[src/inc/sebs_pkg.sv]
// shared constants and types for the serial eeprom two-wire bus slave
package sebs_pkg;
	localparam int       ADDR_W       = 9;       // 512 bytes
	localparam int       MEM_BYTES    = 512;
	localparam int       PAGES        = 32;
	localparam int       PAGE_BYTES   = 16;
	localparam int       FIFO_DEPTH   = 32;
	localparam int       CLK_NS       = 100;     // 10 MHz system clock
	localparam int       PROG_TIME_US = 8000;    // longest erase/write time
	localparam int       PROG_CYCLES  = (PROG_TIME_US * 1000) / CLK_NS;
	localparam logic [3:0] DEV_CODE   = 4'h5;    // arbitrary device-type code
	localparam logic [3:0] BIT_ACK    = 4'h8;    // eight bits shifted
	localparam logic [3:0] BIT_END    = 4'h9;    // acknowledge clock seen
	localparam logic [3:0] BIT_ZERO   = 4'h0;

	typedef enum logic [2:0] {
		ST_IDLE,
		ST_CMD,
		ST_ADDR,
		ST_WDATA,
		ST_RDATA,
		ST_IGNORE
	} sebs_state_t;

	// one buffered write: target address and byte
	typedef struct packed {
		logic [ADDR_W-1:0] addr;
		logic [7:0]        data;
	} sebs_wr_t;
endpackage : sebs_pkg

[src/verilog/sebs_slave.sv]
// two-wire eeprom bus slave with write buffer and self-timed programming
`timescale 1ns/1ns

// write buffer: count based, flushable
module sebs_fifo #(
	parameter int WIDTH = 17,
	parameter int DEPTH = 32
) (
	input  wire logic             i_clock,
	input  wire logic             i_rst,
	input  wire logic             i_flush,
	input  wire logic             i_in_valid,
	output logic                  o_in_ready,
	input  wire logic [WIDTH-1:0] i_in_data,
	output logic                  o_out_valid,
	input  wire logic             i_out_ready,
	output logic      [WIDTH-1:0] o_out_data
);
	localparam int AW = $clog2(DEPTH);
	logic [WIDTH-1:0] mem_reg [DEPTH];
	logic [AW-1:0]    wr_ptr_reg;
	logic [AW-1:0]    rd_ptr_reg;
	logic [AW:0]      count_reg;
	logic             push;
	logic             pop;

	assign o_in_ready  = (count_reg != (AW+1)'(DEPTH));
	assign o_out_valid = (count_reg != '0);
	assign o_out_data  = mem_reg[rd_ptr_reg];
	assign push        = i_in_valid && o_in_ready;
	assign pop         = o_out_valid && i_out_ready;

	// storage has no reset; only pointers and fill level matter
	always_ff @(posedge i_clock) begin
		if (push) begin
			mem_reg[wr_ptr_reg] <= i_in_data;
		end
	end

	// pointers and fill level
	always_ff @(posedge i_clock or posedge i_rst) begin
		if (i_rst) begin
			wr_ptr_reg <= '0;
			rd_ptr_reg <= '0;
			count_reg  <= '0;
		end else if (i_flush) begin
			wr_ptr_reg <= '0;
			rd_ptr_reg <= '0;
			count_reg  <= '0;
		end else begin
			if (push) wr_ptr_reg <= wr_ptr_reg + 1'b1;
			if (pop) rd_ptr_reg <= rd_ptr_reg + 1'b1;
			count_reg <= count_reg + (AW+1)'(push) - (AW+1)'(pop);
		end
	end
endmodule : sebs_fifo

module sebs_slave #(
	parameter logic [3:0] DEV_CODE    = sebs_pkg::DEV_CODE,
	parameter int         PROG_CYCLES = sebs_pkg::PROG_CYCLES,
	parameter int         FIFO_DEPTH  = sebs_pkg::FIFO_DEPTH
) (
	input  wire logic        i_clock,
	input  wire logic        i_rst,
	input  wire logic        i_scl,
	input  wire logic        i_sda,
	input  wire logic        i_wp,
	input  wire logic [31:0] i_page_protect,
	output logic             o_sda_o,
	output logic             o_sda_oe,
	output logic             o_busy
);
	localparam int WW = $bits(sebs_pkg::sebs_wr_t);

	logic [7:0]              mem_arr [sebs_pkg::MEM_BYTES];
	logic                    scl_meta_reg, scl_s_reg, scl_d_reg;
	logic                    sda_meta_reg, sda_s_reg, sda_d_reg;
	logic                    wp_meta_reg, wp_s_reg;
	logic [31:0]             prot_meta_reg, prot_s_reg;
	sebs_pkg::sebs_state_t   state_reg, pend_reg, step_next;
	logic [3:0]              bit_cnt_reg;
	logic [7:0]              shift_reg, tx_reg;
	logic [8:0]              addr_reg;
	logic                    top_reg, wrote_reg, mack_reg;
	logic                    sda_oe_reg, sda_out_reg, busy_reg;
	logic [16:0]             prog_cnt_reg;
	logic                    scl_rise, scl_fall, start_det, stop_det;
	logic                    cmd_hit, write_end, fifo_flush;
	logic                    fifo_in_valid, fifo_in_ready, fifo_out_valid;
	sebs_pkg::sebs_wr_t      fifo_in, fifo_out;
	logic                    mem_we;
	logic [7:0]              rd_byte;

	// pins come from the master's domain: two flops before any use
	always_ff @(posedge i_clock or posedge i_rst) begin
		if (i_rst) begin
			scl_meta_reg  <= 1'b1;
			scl_s_reg     <= 1'b1;
			scl_d_reg     <= 1'b1;
			sda_meta_reg  <= 1'b1;
			sda_s_reg     <= 1'b1;
			sda_d_reg     <= 1'b1;
			wp_meta_reg   <= 1'b1;
			wp_s_reg      <= 1'b1;
			prot_meta_reg <= 32'hFFFFFFFF;
			prot_s_reg    <= 32'hFFFFFFFF;
		end else begin
			scl_meta_reg  <= i_scl;
			scl_s_reg     <= scl_meta_reg;
			scl_d_reg     <= scl_s_reg;
			sda_meta_reg  <= i_sda;
			sda_s_reg     <= sda_meta_reg;
			sda_d_reg     <= sda_s_reg;
			wp_meta_reg   <= i_wp;
			wp_s_reg      <= wp_meta_reg;
			prot_meta_reg <= i_page_protect;
			prot_s_reg    <= prot_meta_reg;
		end
	end

	// edge and condition detection on the synchronised lines
	assign scl_rise  = scl_s_reg && !scl_d_reg;
	assign scl_fall  = !scl_s_reg && scl_d_reg;
	assign start_det = scl_s_reg && scl_d_reg && sda_d_reg && !sda_s_reg;
	assign stop_det  = scl_s_reg && scl_d_reg && !sda_d_reg && sda_s_reg;
	assign cmd_hit   = (shift_reg[7:4] == DEV_CODE) && !busy_reg;
	// bytes already taken still program when a refused byte ended the write
	assign write_end = stop_det && wrote_reg && (state_reg != sebs_pkg::ST_IDLE);
	// a write abandoned by start or plain stop must not be programmed later
	assign fifo_flush = (start_det || (stop_det && !write_end)) && !busy_reg;
	assign fifo_in_valid = scl_fall && (bit_cnt_reg == sebs_pkg::BIT_ACK)
		&& (state_reg == sebs_pkg::ST_WDATA) && !start_det && !stop_det;
	assign fifo_in.addr  = addr_reg;
	assign fifo_in.data  = shift_reg;
	assign rd_byte       = mem_arr[addr_reg];
	// a missing master acknowledge ends the read stream
	assign step_next = (state_reg == sebs_pkg::ST_RDATA && !mack_reg)
		? sebs_pkg::ST_IGNORE : pend_reg;

	// byte engine: slave only, every move follows a master clock edge, a start or a stop
	always_ff @(posedge i_clock or posedge i_rst) begin
		if (i_rst) begin
			state_reg   <= sebs_pkg::ST_IDLE;
			pend_reg    <= sebs_pkg::ST_IDLE;
			bit_cnt_reg <= sebs_pkg::BIT_ZERO;
			shift_reg   <= 8'h00;
			tx_reg      <= 8'h00;
			addr_reg    <= 9'h000;
			top_reg     <= 1'b0;
			wrote_reg   <= 1'b0;
			mack_reg    <= 1'b0;
			sda_oe_reg  <= 1'b0;
		end else if (start_det) begin
			state_reg   <= sebs_pkg::ST_CMD;
			bit_cnt_reg <= sebs_pkg::BIT_ZERO;
			wrote_reg   <= 1'b0;
			sda_oe_reg  <= 1'b0;
		end else if (stop_det) begin
			state_reg   <= sebs_pkg::ST_IDLE;
			bit_cnt_reg <= sebs_pkg::BIT_ZERO;
			sda_oe_reg  <= 1'b0;
		end else if (state_reg != sebs_pkg::ST_IDLE) begin
			if (scl_rise) begin
				// sample on the rising edge, msb first
				bit_cnt_reg <= bit_cnt_reg + 4'h1;
				if (bit_cnt_reg < sebs_pkg::BIT_ACK) begin
					shift_reg <= {shift_reg[6:0], sda_s_reg};
				end
				if (bit_cnt_reg == sebs_pkg::BIT_ACK) begin
					mack_reg <= !sda_s_reg;
				end
			end else if (scl_fall) begin
				if (bit_cnt_reg == sebs_pkg::BIT_ACK) begin
					// byte complete: decide acknowledge for the ninth clock
					sda_oe_reg <= 1'b0;
					unique case (state_reg)
						sebs_pkg::ST_CMD: begin
							if (cmd_hit) begin
								sda_oe_reg <= 1'b1;
								top_reg    <= shift_reg[1];
								pend_reg   <= shift_reg[0] ? sebs_pkg::ST_RDATA
									: sebs_pkg::ST_ADDR;
							end else begin
								pend_reg <= sebs_pkg::ST_IGNORE;
							end
						end
						sebs_pkg::ST_ADDR: begin
							sda_oe_reg <= 1'b1;
							addr_reg   <= {top_reg, shift_reg};
							pend_reg   <= sebs_pkg::ST_WDATA;
						end
						sebs_pkg::ST_WDATA: begin
							// full buffer refuses the byte by withholding the ack
							if (fifo_in_ready) begin
								sda_oe_reg <= 1'b1;
								addr_reg   <= {addr_reg[8:4], addr_reg[3:0] + 4'h1};
								wrote_reg  <= 1'b1;
								pend_reg   <= sebs_pkg::ST_WDATA;
							end else begin
								pend_reg <= sebs_pkg::ST_IGNORE;
							end
						end
						sebs_pkg::ST_RDATA:  pend_reg <= sebs_pkg::ST_RDATA;
						sebs_pkg::ST_IGNORE: pend_reg <= sebs_pkg::ST_IGNORE;
						sebs_pkg::ST_IDLE:   pend_reg <= sebs_pkg::ST_IDLE;
					endcase
				end else if (bit_cnt_reg == sebs_pkg::BIT_END) begin
					// end of ninth clock: release, move on, maybe start a byte
					bit_cnt_reg <= sebs_pkg::BIT_ZERO;
					state_reg   <= step_next;
					if (step_next == sebs_pkg::ST_RDATA) begin
						tx_reg     <= rd_byte;
						sda_oe_reg <= !rd_byte[7];
						addr_reg   <= addr_reg + 9'h001;
					end else begin
						sda_oe_reg <= 1'b0;
					end
				end else if (state_reg == sebs_pkg::ST_RDATA) begin
					sda_oe_reg <= !tx_reg[3'(4'h7 - bit_cnt_reg)];
				end
			end
		end
	end

	// open drain: data output is a constant low, only the enable moves
	always_ff @(posedge i_clock or posedge i_rst) begin
		if (i_rst) begin
			sda_out_reg <= 1'b0;
		end else begin
			sda_out_reg <= 1'b0;
		end
	end

	// programming timer; stop after written data starts it
	always_ff @(posedge i_clock or posedge i_rst) begin
		if (i_rst) begin
			busy_reg     <= 1'b0;
			prog_cnt_reg <= 17'h00000;
		end else if (write_end && !busy_reg) begin
			busy_reg     <= 1'b1;
			prog_cnt_reg <= 17'(PROG_CYCLES - 1);
		end else if (busy_reg) begin
			if (prog_cnt_reg != 17'h00000) begin
				prog_cnt_reg <= prog_cnt_reg - 17'h00001;
			end else if (!fifo_out_valid) begin
				busy_reg <= 1'b0;
			end
		end
	end

	// buffer drains only while programming, so page bytes pile up before
	sebs_fifo #(
		.WIDTH (WW),
		.DEPTH (FIFO_DEPTH)
	) u_fifo (
		.i_clock     (i_clock),
		.i_rst       (i_rst),
		.i_flush     (fifo_flush),
		.i_in_valid  (fifo_in_valid),
		.o_in_ready  (fifo_in_ready),
		.i_in_data   (fifo_in),
		.o_out_valid (fifo_out_valid),
		.i_out_ready (busy_reg),
		.o_out_data  (fifo_out)
	);

	// array write gated by the protect pin and the page's own bit
	assign mem_we = busy_reg && fifo_out_valid && !wp_s_reg
		&& !prot_s_reg[fifo_out.addr[8:4]];

	always_ff @(posedge i_clock) begin
		if (mem_we) begin
			mem_arr[fifo_out.addr] <= fifo_out.data;
		end
	end

	assign o_sda_o  = sda_out_reg;
	assign o_sda_oe = sda_oe_reg;
	assign o_busy   = busy_reg;

	chk_oe_on_fall: assert property (@(posedge i_clock) disable iff (i_rst)
		$changed(sda_oe_reg) |-> ($past(scl_fall) || $past(start_det) || $past(stop_det)))
		else $error("data enable moved away from a clock fall");
	chk_drive_low: assert property (@(posedge i_clock) disable iff (i_rst)
		o_sda_oe |-> (o_sda_o == 1'b0))
		else $error("data line driven high");
	chk_busy_nak: assert property (@(posedge i_clock) disable iff (i_rst)
		(busy_reg && state_reg == sebs_pkg::ST_CMD && scl_fall
		&& bit_cnt_reg == sebs_pkg::BIT_ACK && !start_det && !stop_det) |=> !sda_oe_reg)
		else $error("command acknowledged while programming");
	chk_wp_block: assert property (@(posedge i_clock) disable iff (i_rst)
		mem_we |-> !wp_s_reg)
		else $error("array written under write protect");
	chk_page_block: assert property (@(posedge i_clock) disable iff (i_rst)
		mem_we |-> !prot_s_reg[fifo_out.addr[8:4]])
		else $error("protected page written");
	chk_start_cmd: assert property (@(posedge i_clock) disable iff (i_rst)
		start_det |=> (state_reg == sebs_pkg::ST_CMD && bit_cnt_reg == 4'h0 && !sda_oe_reg))
		else $error("start did not restart command");
	chk_read_stop: assert property (@(posedge i_clock) disable iff (i_rst)
		(stop_det && !wrote_reg && !busy_reg)
		|=> (state_reg == sebs_pkg::ST_IDLE && !busy_reg))
		else $error("stop after read started programming");
	chk_write_prog: assert property (@(posedge i_clock) disable iff (i_rst)
		(write_end && !busy_reg) |=> busy_reg [*2])
		else $error("stop after write did not program");
	chk_page_fixed: assert property (@(posedge i_clock) disable iff (i_rst)
		(fifo_in_valid && fifo_in_ready)
		|=> (addr_reg[8:4] == $past(addr_reg[8:4])
		&& addr_reg[3:0] == $past(addr_reg[3:0]) + 4'h1))
		else $error("page write left its page");
	chk_prog_done: assert property (@(posedge i_clock) disable iff (i_rst)
		$fell(busy_reg) |-> ($past(prog_cnt_reg) == 17'h00000 && !$past(fifo_out_valid)))
		else $error("programming ended early");
endmodule : sebs_slave

[config.mk]
export PLATFORM = sky130hd
export DESIGN_NAME = sebs_slave
export DESIGN_NICKNAME = d
export VERILOG_FILES = /design/src/inc/sebs_pkg.sv /design/src/verilog/sebs_slave.sv
export SDC_FILE = /design/constraint.sdc
export NUM_CORES = 2
export LEC_CHECK = 0
export ABC_AREA = 1
export ABC_CLOCK_PERIOD_IN_PS = 11100
export BUFFER_PORTS_ARGS = -buffer_cell sky130_fd_sc_hd__buf_2
export CAP_MARGIN = 20
export CORE_MARGIN = 5
export CORE_UTILIZATION = 45
export CTS_BUF_LIST = sky130_fd_sc_hd__clkbuf_4
export DETAILED_ROUTE_END_ITERATION = 8
export HOLD_SLACK_MARGIN = 0.03
export PLACE_DENSITY = 0.66
export REMOVE_ABC_BUFFERS = 1
export SLEW_MARGIN = 20
export SYNTH_ARGS = -nofsm -noshare
export SYNTH_HDL_FRONTEND = slang
export SYNTH_MEMORY_MAX_BITS = 65536
export SYNTH_SLANG_ARGS = --single-unit
[constraint.sdc]
create_clock -name i_clock -period 11.1 [get_ports i_clock]
set_input_delay 2.22 -clock i_clock [delete_from_list [all_inputs] [get_ports i_clock]]
set_output_delay 2.22 -clock i_clock [all_outputs]
set_load 0.01 [all_outputs]
Yosys cells after proc, flatten, opt, wreduce, memory -nomap -nowiden
Memories as Yosys holds them, arrays and structs flattened.
Index checks and enable logic that the tools add are counted.
W data, S select, Z words.
{"block": "word_totals", "regBits": 145, "ram_bits": 4640, "input_bits": 37, "elab_cells": 196, "mem_count": 2}
{"memory": "mem_arr", "words": 512, "width": 8, "rd": 1, "rd_ports_with_merged_regs": 0, "wr": 1, "line": "sebs_slave.sv:75", "rtl": "logic [7:0] mem_arr [sebs_pkg::MEM_BYTES];"}
{"memory": "u_fifo.mem_reg", "words": 32, "width": 17, "rd": 1, "rd_ports_with_merged_regs": 0, "wr": 1, "line": "sebs_slave.sv:20", "rtl": "logic [WIDTH-1:0] mem_reg [DEPTH];"}
{"block": "op_classes", "addsub": 9, "order_cmp": 3, "n_eq_ne": 19, "muxes": 64, "n_bitwise": 4, "n_reduce_logical": 69}
{"operator": "$mux W17", "n": 3}
{"operator": "$mux W3", "n": 11}
{"operator": "$mux W4", "n": 8}
{"operator": "$mux W1", "n": 29}
{"operator": "$mux W9", "n": 3}
{"operator": "$logic_and A1 B1 Y1", "n": 22}
{"operator": "$reduce_bool A2 Y1", "n": 11}
{"operator": "$mux W5", "n": 4}
{"operator": "$pmux W3 S6", "n": 1}
{"operator": "$pmux W9 S2", "n": 1}
{"operator": "$reduce_and A9 Y1", "n": 2}
{"operator": "$reduce_bool A17 Y1", "n": 1}
{"operator": "$sub A17 B1 Y17 const B", "n": 1}
{"operator": "$reduce_and A8 Y1", "n": 2}
{"operator": "$reduce_and A5 Y1", "n": 3}
{"operator": "$logic_not A1 Y1", "n": 13}
{"operator": "$reduce_bool A3 Y1", "n": 4}
{"operator": "$add A5 B1 Y5 const B", "n": 2}
{"operator": "$add A9 B1 Y9 const B", "n": 1}
{"operator": "$eq A3 B3 Y1 const B", "n": 3}
{"operator": "$add A4 B1 Y4 const B", "n": 2}
{"operator": "$eq A4 B4 Y1 const B", "n": 2}
{"operator": "$reduce_and A4 Y1", "n": 2}
{"operator": "$reduce_bool A4 Y1", "n": 2}
{"operator": "other kinds (28)", "n": 35}

Logic depth before layout (Yosys ltp)
{"block": "depth", "depth_word": 12, "mapped_depth": 22, "depth_no_buf": 18}

By module
A second synthesis with hierarchy kept.
{"block": "unflattened", "cells_unflattened": 15366, "area_unflattened_um2": 191872.8}
{"mod": "sebs_slave", "n_inst": 1, "cells_each": 13112, "area_per_inst_um2": 167931.1, "seq_area_each_um2": 126316.1}
{"mod": "sebs_fifo", "n_inst": 1, "cells_each": 2254, "area_per_inst_um2": 23941.7, "seq_area_each_um2": 16736.1}

Least setup slack after synthesis
OpenSTA, ideal clock, no wires.
{"block": "synth_timing", "path_kind": "register -> register", "from": "register u_fifo.rd_ptr_reg[0]", "to": "memory mem_arr[0][1] (data pin)", "setup_ns": 1.347, "arrival_ns": 7.825, "required_ns": 9.753, "path_slack_ns": 1.927, "stages_incl_launch_ff": 16, "path_buffers": 8, "synth_period_minus_slack_ns": 9.173, "path_cell_list": "dfrtp_1 -> buf_4 -> inv_4 -> buf_6 -> buf_4 -> buf_2 -> buf_2 -> clkbuf_1 -> clkbuf_1 -> buf_2 -> nor2_1 -> o22ai_1 -> nand2_1 -> nand4_1 -> o21ai_0 -> inv_1"}
{"item": "start, declared", "line": "sebs_slave.sv:22", "rtl": "logic [AW-1:0] rd_ptr_reg;"}
{"item": "start signal, assigned", "line": "sebs_slave.sv:52", "rtl": "if (pop) rd_ptr_reg <= rd_ptr_reg + 1'b1;"}
{"item": "end, declared", "line": "sebs_slave.sv:75"}

Final worst setup path
{"block": "layout_timing", "from": "register u_fifo.rd_ptr_reg[0]", "to": "memory mem_arr[287][1], enable pin"}
{"block": "layout_between", "elab_chain_len": 7}
{"item": "$mem_v2 Z32 W17 (*)"}
{"item": "$bmux W1 S5", "line": "sebs_slave.sv:269", "rtl": "&& !prot_s_reg[fifo_out.addr[8:4]];"}
{"item": "$mux W1 (implied by the code)", "line": "sebs_slave.sv:269"}
{"item": "$logic_not A1 Y1", "line": "sebs_slave.sv:269"}
{"item": "$logic_and A1 B1 Y1", "line": "sebs_slave.sv:269"}
{"item": "$mux W1", "line": "sebs_slave.sv:272", "rtl": "if (mem_we) begin"}
{"item": "$mux W1 (implied by the code)", "line": "sebs_slave.sv:273", "rtl": "mem_arr[fifo_out.addr] <= fifo_out.data;"}
Every way passes the cells marked *; elsewhere a longest branch is shown, timed or not. The select of a mux whose other input is x is not followed.

==> flow_metrics.env <==
export IMPL_power_per_cell_area_nw_per_um2=163
export IMPL_syn_inst=14505
export IMPL_die_h_um=659
export IMPL_hold_buffers=0
export IMPL_place_area_um2=195000
export IMPL_core_um2=420000
export IMPL_grt_pass1_vias=124707
export IMPL_ys_flop_type="edfxtp_1"
export IMPL_ys_seq_area_share_pct=75.5
export IMPL_nFillCells=35984
export IMPL_skew_ps=214
export IMPL_cp_start_kind="register"
export IMPL_die_x_um=659
export IMPL_drv_cap=0
export IMPL_antenna_found_initial=24
export IMPL_tightest_slew_ps=1240
export IMPL_fin_hold_ws_ps=319
export IMPL_io_buffer_count=38
export IMPL_largest_reg_flops=4096
export IMPL_hold_viol=0
export IMPL_fin_ws_ps=3500
export IMPL_async_reset_ff_share_pct=3.03
export IMPL_fmax_ghz=0.132
export IMPL_drt_first_pass_iters=7
export IMPL_leakagePower_nw=69.0
export IMPL_cp_max_fo=71
export IMPL_drc=0
export IMPL_drive_above_1_share_pct=14.6
export IMPL_dp_hpwl_mm=302
export IMPL_grt_total_usage_pct=25.1
export IMPL_totalWireLength_mm=558
export IMPL_worstPathRequired_ps=12280
export IMPL_vias_per_cell=6.03
export IMPL_ios=40
export IMPL_netlist_area_um2=190000
export IMPL_pre_cts_ws_ps=3770
export IMPL_cts_tree="built"
export IMPL_setup_viol=0
export IMPL_vdd_drop_max_v=0.000111
export IMPL_cts_root_buf="clkbuf_4"
export IMPL_fin_nets=15028
export IMPL_synth_avg_cell_area_um2=13.1
export IMPL_ant_nets=0
export IMPL_htree_levels=7
export IMPL_synthTopCellsByCount="edfxtp_1, nor2_1, o21ai_0"
export IMPL_synth_most_common_cell="edfxtp_1"
export IMPL_synth_area_leaders="edfxtp_1, o21ai_0, nor2_1"
export IMPL_endpoint_kind="register"
export IMPL_synth_cell_types=54
export IMPL_grt_ovfl_total=0
export IMPL_grt_pass1_wl_mm=812
export IMPL_grt_max_degree=197
export IMPL_ys_warn_count=0
export IMPL_cts_setup_buffers=0
export IMPL_slew_headroom_pct=17.2
export IMPL_synth_top_cell_by_area="edfxtp_1"
export IMPL_fin_setup_tns_ps=0
export IMPL_cts_buffers=1263
export IMPL_crit_arrival_ps=8780
export IMPL_cts_buffer_depth=5
export IMPL_rsz0062_at_grt="false"
export IMPL_slew_viol_final=0
export IMPL_finalCritPeriodShare_pct=68.5
export IMPL_fin_area_um2=210000
export IMPL_dr_total_vias=128492
export IMPL_start_util_pct=45.2
export IMPL_crit_type="register to register"
export IMPL_gp_congestion=0.885
export IMPL_synth_top_cell_area_share_pct=73.5
export IMPL_area_growth_pct=10.7
export IMPL_final_min_clock_period_ps=7600
export IMPL_worstSkewPairLatency_ps=1760
export IMPL_synth_edff_count=4640
export IMPL_cts_sinks=4785
export IMPL_worstHoldPathType="register to register"
export IMPL_clkTransAtPathRegs_ps=80
export IMPL_status="finished clean"
export IMPL_wl_per_cell_um=26.2
export IMPL_rows=238
export IMPL_ys_ff_latch=4785
export IMPL_drt_iter0_markers=18791
export IMPL_die_area_um2=434000
export IMPL_cts_resized=0
[metal layers]
metal / GRT usage (%) / vias to the layer above / routed length, um
li1: - / 55896 / -
met1: 33.8 / 62463 / 214000
met2: 38.0 / 8828 / 254000
met3: 6.61 / 1299 / 66400
met4: 12.0 / 6 / 23400
met5: 0 / - / 39
[placed cells by master (no fill, tap or decap), types with 16 or more instances in the layout]
cell / Yosys / layout
a21o_1: 38 / 38
a21oi_1: 301 / 300
buf_12: 0 / 32
buf_2: 150 / 40
buf_4: 13 / 209
bufinv_16: 0 / 16
clkbuf_4: 0 / 1751
clkinv_1: 7 / 243
clkinv_2: 0 / 35
dfrtp_1: 73 / 63
dfstp_2: 72 / 72
diode_2: 0 / 21
edfxtp_1: 4640 / 4640
ha_1: 22 / 22
inv_1: 132 / 119
inv_2: 6 / 26
nand2_1: 1161 / 1157
nand3_1: 628 / 628
nand4_1: 28 / 28
nor2_1: 2685 / 2663
nor2_2: 2 / 20
nor3_1: 82 / 65
nor3_2: 2 / 19
o211ai_1: 267 / 267
o21ai_0: 2121 / 2121
o21ai_1: 25 / 25
o221ai_1: 505 / 505
o22ai_1: 534 / 534
[worst max-delay path: stages (launching register included)]
cell	delay, ps
dfrtp_4	780
buf_4	600
buf_4	660
nand2_1	130
nand3_1	110
o21ai_1	70
nand2_1	60
nand2_1	50
nor2_1	130
nand2_1	70
nand2_1	460
inv_2	230
nand2_1	120
nand2_1	80
nand2_1	70
nand2_1	80
nor2_4	730
nand4_4	1130
buf_4	780
nor2_1	630
[report_power, final]
part | internal [W] | total [W] | switching, W
combinational | 0.0000177 | 0.0000970 | 0.0000793
sequential | 0.0196 | 0.0196 | 0.0000172
clock | 0.00761 | 0.0146 | 0.00699
[metrics by stage]
| stage | instances | util, % | total power, W |
|---|---|---|---|
| floorplan | 13419 | - | 0.0200 |
| global placement | 19219 | 46.4 | 0.0201 |
| detailed placement | 19220 | 46.4 | 0.0201 |
| CTS | 21290 | 49.9 | 0.0345 |
| global route | 21306 | 50.0 | 0.0355 |
| finish | 21314 | 50.0 | 0.0343 |
[worst paths after layout]
kind                       slack, ps                        startpoint  depth (start not counted)                          endpoint
max                             3500  u_fifo.rd_ptr_reg[0]$_DFFE_PP0P_                         19         mem_arr[287][1]$_DFFE_PP_
min                              320       prot_meta_reg[27]$_DFF_PP1_                          0          prot_s_reg[27]$_DFF_PP1_
max reg2reg                     3500  u_fifo.rd_ptr_reg[0]$_DFFE_PP0P_                         19         mem_arr[287][1]$_DFFE_PP_
min reg2reg                      320       prot_meta_reg[27]$_DFF_PP1_                          0          prot_s_reg[27]$_DFF_PP1_
max in group asynchronous       8810                             i_rst                          3  u_fifo.rd_ptr_reg[0]$_DFFE_PP0P_
min in group asynchronous        760                             i_rst                          2             tx_reg[1]$_DFFE_PP0P_
[cells by family after synthesis]
family                   after synthesis  share of synthesized area (%)
buffers and inverters               1233                           2.61
adder cells (fa/ha/maj)               23                          0.156
other                                  1                        0.00198
XOR/XNOR                               5                         0.0231
flip-flops                          4785                           75.5
AO/OA/AOI/OAI                       3831                           11.9
AND/OR/NAND/NOR                     4627                           9.84
[cell type report]
cell class	count	area, um2	share of cell area, %
clock buffer	1751	13100	6.26
tap	5520	6910	3.29
inverter	147	664	0.317
multi-input combinational	8487	41800	19.9
antenna	21	52.6	0.0250
sequential	4785	143000	68.2
clock inverter	319	1710	0.813
timing repair buffer	284	2450	1.17
Power figures use the tool's default switching activity.
